--- config.mk ---
export PLATFORM = sky130hd
export DESIGN_NAME = pse_event_interrupt_logic
export DESIGN_NICKNAME = d
export VERILOG_FILES = /design/src/pse_event_pkg.sv /design/src/irq_gate.sv /design/src/pse_event_interrupt_logic.sv
export SDC_FILE = /design/constraint.sdc
export NUM_CORES = 1
export LEC_CHECK = 0
export BUFFER_PORTS_ARGS = -buffer_cell sky130_fd_sc_hd__buf_2
export CAP_MARGIN = 30
export CORE_UTILIZATION = 34
export DETAILED_ROUTE_END_ITERATION = 12
export SLEW_MARGIN = 40
export SYNTH_ARGS = -nofsm -noshare
export SYNTH_HDL_FRONTEND = slang
export SYNTH_SLANG_ARGS = --single-unit
--- constraint.sdc ---
create_clock -name clk -period 1.25 [get_ports clk]
set_input_delay 0.375 -clock clk [delete_from_list [all_inputs] [get_ports clk]]
set_output_delay 0.375 -clock clk [all_outputs]
set_load 0.05 [all_outputs]
--- src/pse_event_pkg.sv ---
/*
 * Shared constants and carrier types for the event collection and
 * interrupt logic of the power sourcing controller.
 * Assumes a command-code register port driven by the serial front end.
 */
package pse_event_pkg;

    // ----------------------------------------------------------------
    // Command codes
    // ----------------------------------------------------------------
    localparam logic [7:0] CMD_INTERRUPT_SUMMARY = 8'h00;
    localparam logic [7:0] CMD_INTERRUPT_MASK = 8'h01;
    localparam logic [7:0] CMD_POWER_EVENT_PEEK = 8'h02;
    localparam logic [7:0] CMD_POWER_EVENT_CLEAR_READ = 8'h03;
    localparam logic [7:0] CMD_DETECTION_EVENT_PEEK = 8'h04;
    localparam logic [7:0] CMD_DETECTION_EVENT_CLEAR_READ = 8'h05;

    // ----------------------------------------------------------------
    // Summary and mask bit positions
    // ----------------------------------------------------------------
    localparam int BIT_SUPPLY_FAULT = 7;
    localparam int BIT_START_FAULT = 6;
    localparam int BIT_OVERCURRENT_FAULT = 5;
    localparam int BIT_CLASS_CYCLE = 4;
    localparam int BIT_DETECT_CYCLE = 3;
    localparam int BIT_DISCONNECT = 2;
    localparam int BIT_POWER_GOOD = 1;
    localparam int BIT_POWER_ENABLE = 0;

    localparam int CHANNELS = 4;

    localparam logic [7:0] MASK_RESET = 8'h80;
    localparam logic [7:0] SUMMARY_RESET = 8'h00;
    localparam logic [7:0] EVENT_RESET = 8'h00;
    localparam logic [7:0] READ_ZERO = 8'h00;
    // Summary bits that latch here rather than follow this block's registers.
    localparam logic [7:0] STICKY_SUMMARY = 8'hE4;

    // ----------------------------------------------------------------
    // Carrier types
    // ----------------------------------------------------------------
    typedef struct packed {
        logic [3:0] power_good_change_ch;
        logic [3:0] power_enable_change_ch;
    } power_event_t;

    typedef struct packed {
        logic [3:0] class_cycle_ch;
        logic [3:0] detect_cycle_ch;
    } detection_event_t;

    // Event pulses from the channel state machines, one bit per channel.
    typedef struct packed {
        logic [3:0] power_good_change;
        logic [3:0] power_enable_change;
        logic [3:0] class_cycle;
        logic [3:0] class_result_change;
        logic [3:0] detect_cycle;
        logic [3:0] detect_result_change;
        logic [3:0] channel_off;
    } channel_events_t;

    // Summary sources held by event registers outside this block.
    typedef struct packed {
        logic supply_fault;
        logic start_fault;
        logic overcurrent_fault;
        logic disconnect;
    } other_sources_t;

    typedef struct packed {
        logic rd;
        logic wr;
        logic [7:0] code;
        logic [7:0] wdata;
    } reg_request_t;

endpackage : pse_event_pkg

--- src/irq_gate.sv ---
/*
 * Masking stage that turns the summary byte into the active-low
 * interrupt pin level.
 * Assumes summary and mask come from flip-flops on the same clock.
 */
`timescale 1ns/10ps
module irq_gate (
    input wire logic clk,
    input wire logic rst_n,
    input wire logic clk_en,
    input wire logic [7:0] summary,
    input wire logic [7:0] interrupt_mask,
    input wire logic global_irq_enable,
    output logic irq_n
);
    import pse_event_pkg::*;

    // ----------------------------------------------------------------
    // Pin driver
    // ----------------------------------------------------------------
    // The pin is registered so it never glitches on a decode hazard.
    always_ff @(posedge clk or negedge rst_n) begin
        if (!rst_n) begin
            irq_n <= 1'b1;
        end else if (clk_en) begin
            irq_n <= ~(global_irq_enable && |(summary & interrupt_mask));
        end
    end

endmodule : irq_gate

--- src/pse_event_interrupt_logic.sv ---
/*
 * Event registers, summary byte, mask register and interrupt pin of a
 * four-channel slice of the power sourcing controller.
 * The summary byte reads at code 00h; its sticky fault bits stand for
 * event registers kept outside this block and drop only on a summary reset.
 * Assumes the serial front end presents one-cycle read and write strobes
 * with a command code on clk, and the channel logic gives event pulses.
 * The configuration levels (global enable, change modes) come from a
 * general mask register on the same clock, so they are not resynchronised.
 */
//
// What this block does
// - Summary bit 0 is OR of the four power-enable change bits.
// - Mask at code 01h is read/write; zero bit blocks its category.
// - Summary bits track events regardless of mask contents.
// - Interrupt needs global enable set besides the category mask.
// - Mask bit order matches summary: supply fault at 7 down to power enable 0.
// - Mask resets with supply fault bit 1, others 0.
// - Power events read at 02h unchanged, at 03h cleared.
// - Power event bits 7-4 power good, 3-0 power enable changes, reset 0.
// - Detection events read at 04h unchanged, at 05h cleared.
// - A channel's detection bits clear when that channel turns off.
// - Clear-on-read of the power or detection event register releases the interrupt if no other unmasked summary bit is set; sticky bits need a summary reset.
// - Detection bits flag cycles, or result changes when change mode set.
// - Own summary bits clear on event register clear-read (03h, 05h) or summary reset request; sticky bits on summary reset only.
// - Interrupt asserts when a summary bit, its mask and global enable are set.
`timescale 1ns/10ps
module pse_event_interrupt_logic (
    input wire logic clk,
    input wire logic reset_n,
    input wire logic clk_en,
    input pse_event_pkg::reg_request_t req,
    output logic [7:0] rdata,
    input pse_event_pkg::channel_events_t events,
    input pse_event_pkg::other_sources_t other_sources,
    input wire logic global_irq_enable,
    input wire logic class_change_mode,
    input wire logic detect_change_mode,
    input wire logic summary_reset,
    output logic irq_n
);
    import pse_event_pkg::*;

    // ----------------------------------------------------------------
    // Reset release
    // ----------------------------------------------------------------
    logic rst_meta;
    logic rst_n;

    always_ff @(posedge clk or negedge reset_n) begin
        if (!reset_n) begin
            rst_meta <= 1'b0;
            rst_n <= 1'b0;
        end else begin
            rst_meta <= 1'b1;
            rst_n <= rst_meta;
        end
    end

    // ----------------------------------------------------------------
    // Decode
    // ----------------------------------------------------------------
    function automatic logic hit(input reg_request_t r, input logic [7:0] code);
        hit = r.rd && (r.code == code);
    endfunction : hit

    logic clear_power;
    logic clear_detect;
    logic drop_power;
    logic drop_detect;
    logic write_mask;
    assign clear_power = hit(req, CMD_POWER_EVENT_CLEAR_READ);
    assign clear_detect = hit(req, CMD_DETECTION_EVENT_CLEAR_READ);
    // A summary reset also empties this block's own event registers: their
    // summary bits are live ORs, so clearing only the summary would not stick.
    assign drop_power = clear_power | summary_reset;
    assign drop_detect = clear_detect | summary_reset;
    // Writes to any other code are dropped, including the read-only aliases.
    assign write_mask = req.wr && (req.code == CMD_INTERRUPT_MASK);

    // ----------------------------------------------------------------
    // Mask register
    // ----------------------------------------------------------------
    logic [7:0] interrupt_mask;

    always_ff @(posedge clk or negedge rst_n) begin
        if (!rst_n) begin
            interrupt_mask <= MASK_RESET;
        end else if (clk_en && write_mask) begin
            interrupt_mask <= req.wdata;
        end
    end

    // ----------------------------------------------------------------
    // Event registers
    // ----------------------------------------------------------------
    power_event_t power_event;
    detection_event_t detection_event;
    logic [3:0] class_src;
    logic [3:0] detect_src;

    // One channel nibble of an event register. A new event beats a clear in
    // the same cycle, so an event that lands during the host's read survives.
    function automatic logic [3:0] next_nibble(
        input logic [3:0] held,
        input logic drop,
        input logic [3:0] off,
        input logic [3:0] fresh
    );
        logic [3:0] kept;
        kept = drop ? '0 : held;
        next_nibble = (kept & ~off) | fresh;
    endfunction : next_nibble

    // Selected source per mode
    assign class_src = class_change_mode ? events.class_result_change : events.class_cycle;
    assign detect_src = detect_change_mode ? events.detect_result_change : events.detect_cycle;

    always_ff @(posedge clk or negedge rst_n) begin
        if (!rst_n) begin
            power_event <= EVENT_RESET;
        end else if (clk_en) begin
            power_event.power_good_change_ch <= next_nibble(power_event.power_good_change_ch,
                drop_power, '0, events.power_good_change);
            power_event.power_enable_change_ch <= next_nibble(power_event.power_enable_change_ch,
                drop_power, '0, events.power_enable_change);
        end
    end

    always_ff @(posedge clk or negedge rst_n) begin
        if (!rst_n) begin
            detection_event <= EVENT_RESET;
        end else if (clk_en) begin
            detection_event.class_cycle_ch <= next_nibble(detection_event.class_cycle_ch,
                drop_detect, events.channel_off, class_src);
            detection_event.detect_cycle_ch <= next_nibble(detection_event.detect_cycle_ch,
                drop_detect, events.channel_off, detect_src);
        end
    end

    // ----------------------------------------------------------------
    // Summary byte
    // ----------------------------------------------------------------
    // Own-register categories follow their event registers directly, so a
    // clear-on-read drops the summary bit, and the pin if no other unmasked bit is set.
    logic [7:0] summary;
    logic [7:0] summary_flags;
    logic [7:0] next_summary_flags;

    always_comb begin
        next_summary_flags = summary_flags;
        if (summary_reset) begin
            next_summary_flags = SUMMARY_RESET;
        end
        next_summary_flags[BIT_SUPPLY_FAULT] = next_summary_flags[BIT_SUPPLY_FAULT]
            | other_sources.supply_fault;
        next_summary_flags[BIT_START_FAULT] = next_summary_flags[BIT_START_FAULT]
            | other_sources.start_fault;
        next_summary_flags[BIT_OVERCURRENT_FAULT] = next_summary_flags[BIT_OVERCURRENT_FAULT]
            | other_sources.overcurrent_fault;
        next_summary_flags[BIT_DISCONNECT] = next_summary_flags[BIT_DISCONNECT]
            | other_sources.disconnect;
    end

    always_ff @(posedge clk or negedge rst_n) begin
        if (!rst_n) begin
            summary_flags <= SUMMARY_RESET;
        end else if (clk_en) begin
            summary_flags <= next_summary_flags;
        end
    end

    // Sticky bits stand for registers kept outside; only a summary reset clears them.
    always_comb begin
        summary = summary_flags & STICKY_SUMMARY;
        summary[BIT_CLASS_CYCLE] = |detection_event.class_cycle_ch;
        summary[BIT_DETECT_CYCLE] = |detection_event.detect_cycle_ch;
        summary[BIT_POWER_GOOD] = |power_event.power_good_change_ch;
        summary[BIT_POWER_ENABLE] = |power_event.power_enable_change_ch;
    end

    // ----------------------------------------------------------------
    // Read data
    // ----------------------------------------------------------------
    logic [7:0] next_rdata;

    always_comb begin
        unique case (req.code)
            CMD_INTERRUPT_SUMMARY: next_rdata = summary;
            CMD_INTERRUPT_MASK: next_rdata = interrupt_mask;
            CMD_POWER_EVENT_PEEK,
            CMD_POWER_EVENT_CLEAR_READ: next_rdata = power_event;
            CMD_DETECTION_EVENT_PEEK,
            CMD_DETECTION_EVENT_CLEAR_READ: next_rdata = detection_event;
            default: next_rdata = READ_ZERO;
        endcase
    end

    // The byte is captured on the taken read, so it stands until the next one
    // even though the register behind it may have been cleared by that read.
    always_ff @(posedge clk or negedge rst_n) begin
        if (!rst_n) begin
            rdata <= READ_ZERO;
        end else if (clk_en && req.rd) begin
            rdata <= next_rdata;
        end
    end

    // ----------------------------------------------------------------
    // Interrupt pin
    // ----------------------------------------------------------------
    irq_gate u_irq_gate (
        .clk(clk),
        .rst_n(rst_n),
        .clk_en(clk_en),
        .summary(summary),
        .interrupt_mask(interrupt_mask),
        .global_irq_enable(global_irq_enable),
        .irq_n(irq_n)
    );

endmodule : pse_event_interrupt_logic

After elaboration in Yosys (flattened, before gate mapping)
Cells that the tools add are included.
{ "op_classes": {"eq_ne": 5, "n_bitwise": 15, "n_reduce_logical": 14, "n_mux": 8} }
{ "op_table": {"columns": ["cell", "count"], "rows": [
  ["case mux 8 bit (4 select lines)", 1],
  ["two-way mux 4 bit", 6],
  ["== test 8 x 2 -> 1 bit, second input constant", 2],
  ["== test 8 x 3 -> 1 bit, second input constant", 2],
  ["bitwise OR 4 bit", 4],
  ["OR reduction 4 bit", 4],
  ["AND 4 bit", 2],
  ["AND 8 bit", 1],
  ["== test 8 x 1 -> 1 bit, second input constant", 1],
  ["logical NOT 8 bit", 1],
  ["two-way mux 8 bit", 1],
  ["OR reduction 8 bit", 1],
  ["logical AND 1 bit", 6],
  ["bitwise OR 1 bit", 6],
  ["NOT 4 bit", 1],
  ["OR reduction 2 bit", 2],
  ["NOT 1 bit", 1]
]} }
{ "word_totals": {"reg_bits": 39, "in_bits": 57} }

Depth between registers and ports, before layout
{ "depth": {"ltp_word": 6, "ltp_mapped": 5, "depth_no_buf": 4} }

Hierarchy
From an unflattened synthesis, not the netlist that was laid out.
{ "hier_totals": {"cells_unflattened": 157, "hier_area_um2": 1880.6} }
{ "modules_own_cells": {"columns": ["module", "seq_area_each_um2", "cells_per_inst", "area_each_um2", "instances"], "rows": [
  ["pse_event_interrupt_logic", 952.2, 149, 1803.0, 1],
  ["irq_gate", 26.3, 8, 77.6, 1]
]} }

Worst setup path before layout
No wires, ideal clock.
{ "synth_path": {"kind": "input to register", "startpoint": "input req[12] in the netlist's numbering", "endpoint": "register interrupt_mask[0]", "slack_ns": -0.545, "arrival_ns": 1.671, "path_buffers": 0, "path_stages": 4, "t_required_ns": 1.125, "path_cell_list": "or4_4 nor3b_2 nand4_4 mux2_2"} }
{ "synth_via": {"elab_chain_cells": 3} }
{ "synth_rtl": {"columns": ["item", "line_no", "source"], "rows": [
  ["start, declared", "pse_event_interrupt_logic.sv:32", "input pse_event_pkg::reg_request_t req,"],
  ["== test 8 x 1 -> 1 bit", "pse_event_interrupt_logic.sv:79", "assign write_mask = req.wr && (req.code == CMD_INTERRUPT_MASK);"],
  ["logical AND 1 bit", "pse_event_interrupt_logic.sv:79", null],
  ["logical AND 1 bit", "pse_event_interrupt_logic.sv:89", "end else if (clk_en && write_mask) begin"],
  ["end signal, assigned", "pse_event_interrupt_logic.sv:90", "interrupt_mask <= req.wdata;"],
  ["end, declared", "pse_event_interrupt_logic.sv:84", "logic [7:0] interrupt_mask;"]
]} }
No other way between the ends.
A chain may end at the register's enable or synchronous reset.

Worst setup path after layout
{ "layout_path": {"startpoint": "register detection_event[0] in the netlist's numbering", "endpoint": "register u_irq_gate.irq_n"} }
{ "layout_via": {"elab_chain_cells": 5} }
{ "layout_rtl": {"columns": ["item", "line_no", "source"], "rows": [
  ["start, declared", "pse_event_interrupt_logic.sv:98", "detection_event_t detection_event;"],
  ["OR reduction 4 bit", "pse_event_interrupt_logic.sv:177", "summary[BIT_DETECT_CYCLE] = |detection_event.detect_cycle_ch;"],
  ["AND 8 bit", "irq_gate.sv:26", "irq_n <= ~(global_irq_enable && |(summary & interrupt_mask));"],
  ["OR reduction 8 bit", "irq_gate.sv:26", null],
  ["logical AND 1 bit", "irq_gate.sv:26", null],
  ["NOT 1 bit", "irq_gate.sv:26", null],
  ["end signal, assigned", "irq_gate.sv:26", null],
  ["end, declared", "irq_gate.sv:14", "output logic irq_n"]
]} }
No other way between the ends.

==> impl_metrics.tcl <==
set metrics [dict create \
    status "finished with violations" \
    violations "setup timing" \
    timing.final.crit_share_pct 133 \
    die_w_um 77.2 \
    initial_core_util_pct 35.1 \
    rsz0062_at_grt "yes" \
    p_leak_nw 1.44 \
    ys_async_sr_fraction_pct 100 \
    grt_pass1_vias 1805 \
    finClkSkew_ps 5.06 \
    tritoncts "done" \
    gp_routability_congestion 0.830 \
    cp_max_fo 2 \
    rows 27 \
    die_h_um 77.2 \
    die_area_sq_um 5960 \
    min_period_ps 1660 \
    grt_max_degree 38 \
    synth_cell_type_count 35 \
    crit_type "reg2reg" \
    coreArea_sq_um 5470 \
    place.port_buffers 65 \
    layout.cells.non_filler 348 \
    synth_top_flop_cell "dfrtp_1" \
    dp_hpwl_mm 4.16 \
    worstHoldPathType "reg2async" \
    antenna_cells 0 \
    cts_buffers 5 \
    grt_use_met3_pct 3.21 \
    drive_above_1_share_pct 53.6 \
    hold_violations 0 \
    whs_ps 226 \
    io_pins 66 \
    power_density_nw_per_um2 1030 \
    worst_slack_ps -411 \
    dp_cells 337 \
    synth.ff_latch_count 39 \
    startpoint_type "flop" \
    vdd_drop_max_uv 641 \
    nets 332 \
    fillers 500 \
    grt.total_usage_pct 18.9 \
    synth_top_area_share_pct 48.2 \
    vias_per_cell 5.04 \
    synth_top_area_cell "dfrtp_1" \
    synthCells 168 \
    final_antenna_net_count 0 \
    use_met2_pct 29.0 \
    fmax_mhz 602 \
    grt_pass1_wl_mm 8.66 \
    grt.busiest_layer "met2" \
    grt.overflow.total 0 \
    synth.avg_cell_area_sq_um 11.4 \
    grt.met1_usage_pct 25.5 \
    maxCapViolations 0 \
    cp-end-kind "flop" \
    finish.utilization_pct 53.7 \
    synth-edff-count 0 \
    slew_viol_final 0 \
    ys_seq_area_share_pct 50.9 \
    htree_levels 2 \
    tns_ps -8850 \
    routed_wl_mm 5.21 \
    syn_nets 225 \
    clkLatencyLatePin_ps 290 \
    synth_area_sq_um 1920 \
    drt-pass1-iter-count 4 \
    arrival_ps 1880 \
    drt-initial-drc-count 86 \
    synth_top_cells_by_area "dfrtp_1 48%, a22o_1 11%, mux2_2 9.4%" \
    cts_buffer_depth 2 \
    yosysWarnings 0 \
    antenna_found_initial 0 \
    cts-root-buf "clkbuf_8" \
    area_growth_pct 52.8 \
    final-setup-viol-count 34 \
    clock_sink_count 39 \
    critPathRequiredTime_ps 1470 \
    drcViolationCount 0 \
    num_vias 1755 \
    post_drt_wl_per_cell_um 15.0 \
    cts.clk_slew.worst_paths_ps 70 \
    pre_cts_ws_ps -686 \
]
==> cells in the mapped netlist (2+ instances only) <==
library cell   n
a21oi_1        7
a22o_1        24
a32oi_1        3
and2_1         3
clkbuf_1       6
dfrtp_1       37
dfstp_2        2
inv_1          6
mux2_2        16
mux2i_1        4
nand2_1       16
nand3b_1       3
nor2_1         2
nor2b_1        2
nor3_1         3
o21ai_0        9
o22ai_1        2
o31a_1         2
o31ai_1        2
or4_1          4
==> layout make-up <==
| class | instances | area (sq um) | area share, % |
|---|---|---|---|
| tap | 72 | 90.1 | 3.07 |
| timing repair buffer | 107 | 762 | 25.9 |
| clock buffer | 8 | 100 | 3.41 |
| multi-input combinational | 116 | 983 | 33.5 |
| inverter | 6 | 22.5 | 0.767 |
| sequential | 39 | 978 | 33.3 |
==> per-stage QoR <==
stage | power [mW] | area [sq um]
4_1_cts | 3.03 | 2900
3_5_place_dp | 2.06 | 2650
5_1_grt | 3.18 | 2940
2_1_floorplan | 1.70 | 1930
3_3_place_gp | 2.05 | 2650
6_report | 3.01 | 2940
==> metal layers <==
| metal | vias up | part of all wire, % |
|---|---|---|
| li1 | 854 | - |
| met1 | 831 | 47 |
| met2 | 57 | 46 |
| met3 | 13 | 4.0 |
| met4 | 0 | 3.0 |
| met5 | - | 0 |
==> layout by cell type, fill, tap and decap left out, drive strengths merged <==
master | synthesis | routed
nand4 | 1 | 1
mux2i | 4 | 4
o21a | 1 | 1
o211ai | 1 | 1
mux2 | 16 | 16
o31a | 2 | 2
nor3 | 3 | 3
nor4b | 1 | 1
buf | 1 | 106
o31ai | 2 | 2
nor3b | 1 | 1
nand3b | 3 | 3
clkbuf | 6 | 8
conb | 1 | 1
and2 | 3 | 3
dfstp | 2 | 2
dfrtp | 37 | 37
nand2 | 16 | 16
a222oi | 1 | 1
a211oi | 1 | 1
a32oi | 3 | 3
nor2b | 2 | 2
a2111oi | 1 | 1
nor2 | 2 | 2
a22o | 24 | 24
a221oi | 1 | 1
o21ai | 10 | 10
or4 | 5 | 5
dlygate4sd3 | 0 | 1
o22ai | 2 | 2
a31oi | 1 | 1
inv | 6 | 6
a21oi | 7 | 7
nand2b | 1 | 1
==> final timing paths <==
kind	from	endpoint	slack, ps	cells after the start
setup / recovery	detection_event[0]	u_irq_gate.irq_n	-410	4
hold / removal	rst_n	summary_flags[6]	230	1
setup reg to reg	detection_event[0]	u_irq_gate.irq_n	-410	4
hold reg to reg	rst_n	summary_flags[6]	230	1
max in group asynchronous	reset_n	rst_n	760	2
min in group clk	global_irq_enable	u_irq_gate.irq_n	230	2
==> worst max-delay path, cell delays in order, from the launching register on <==
cell and delay (ps):
dfrtp_1 380, or4_4 550, a222oi_1 320, nand2_1 150, a31oi_1 180
==> where the power goes <==
group	switching [mW]	leakage, nW	internal (mW)	total [mW]
logic	0.300	0.908	0.369	0.669
clock network	0.418	0.0515	0.503	0.921
registers	0.0631	0.479	1.36	1.42
==> kinds of logic after synthesis <==
| family | Yosys count | share of synthesized area, % |
|---|---|---|
| and+or+nand+nor | 38 | 12.6 |
| DFF | 39 | 50.9 |
| other | 1 | 0.195 |
| buffers and inverters | 13 | 2.54 |
| muxes | 20 | 11.5 |
| AOI/OAI and AO/OA | 57 | 22.3 |
==> flip-flops by register name, summed over array words and instances (netlist names) <==
register,flops
power_event,8
summary_flags,4
rst_meta,1
rst_n,1
rdata,8
interrupt_mask,8
detection_event,8
u_irq_gate.irq_n,1
==> repair_timing <==
item,in CTS,in global routing
resized for setup,34,10
endpoints found under the hold margin,2,0
endpoints found under the setup margin,42,39
hold buffers,1,0
buffers inserted,2,0
pin swaps,12,5
Power figures use the tool's default switching activity.
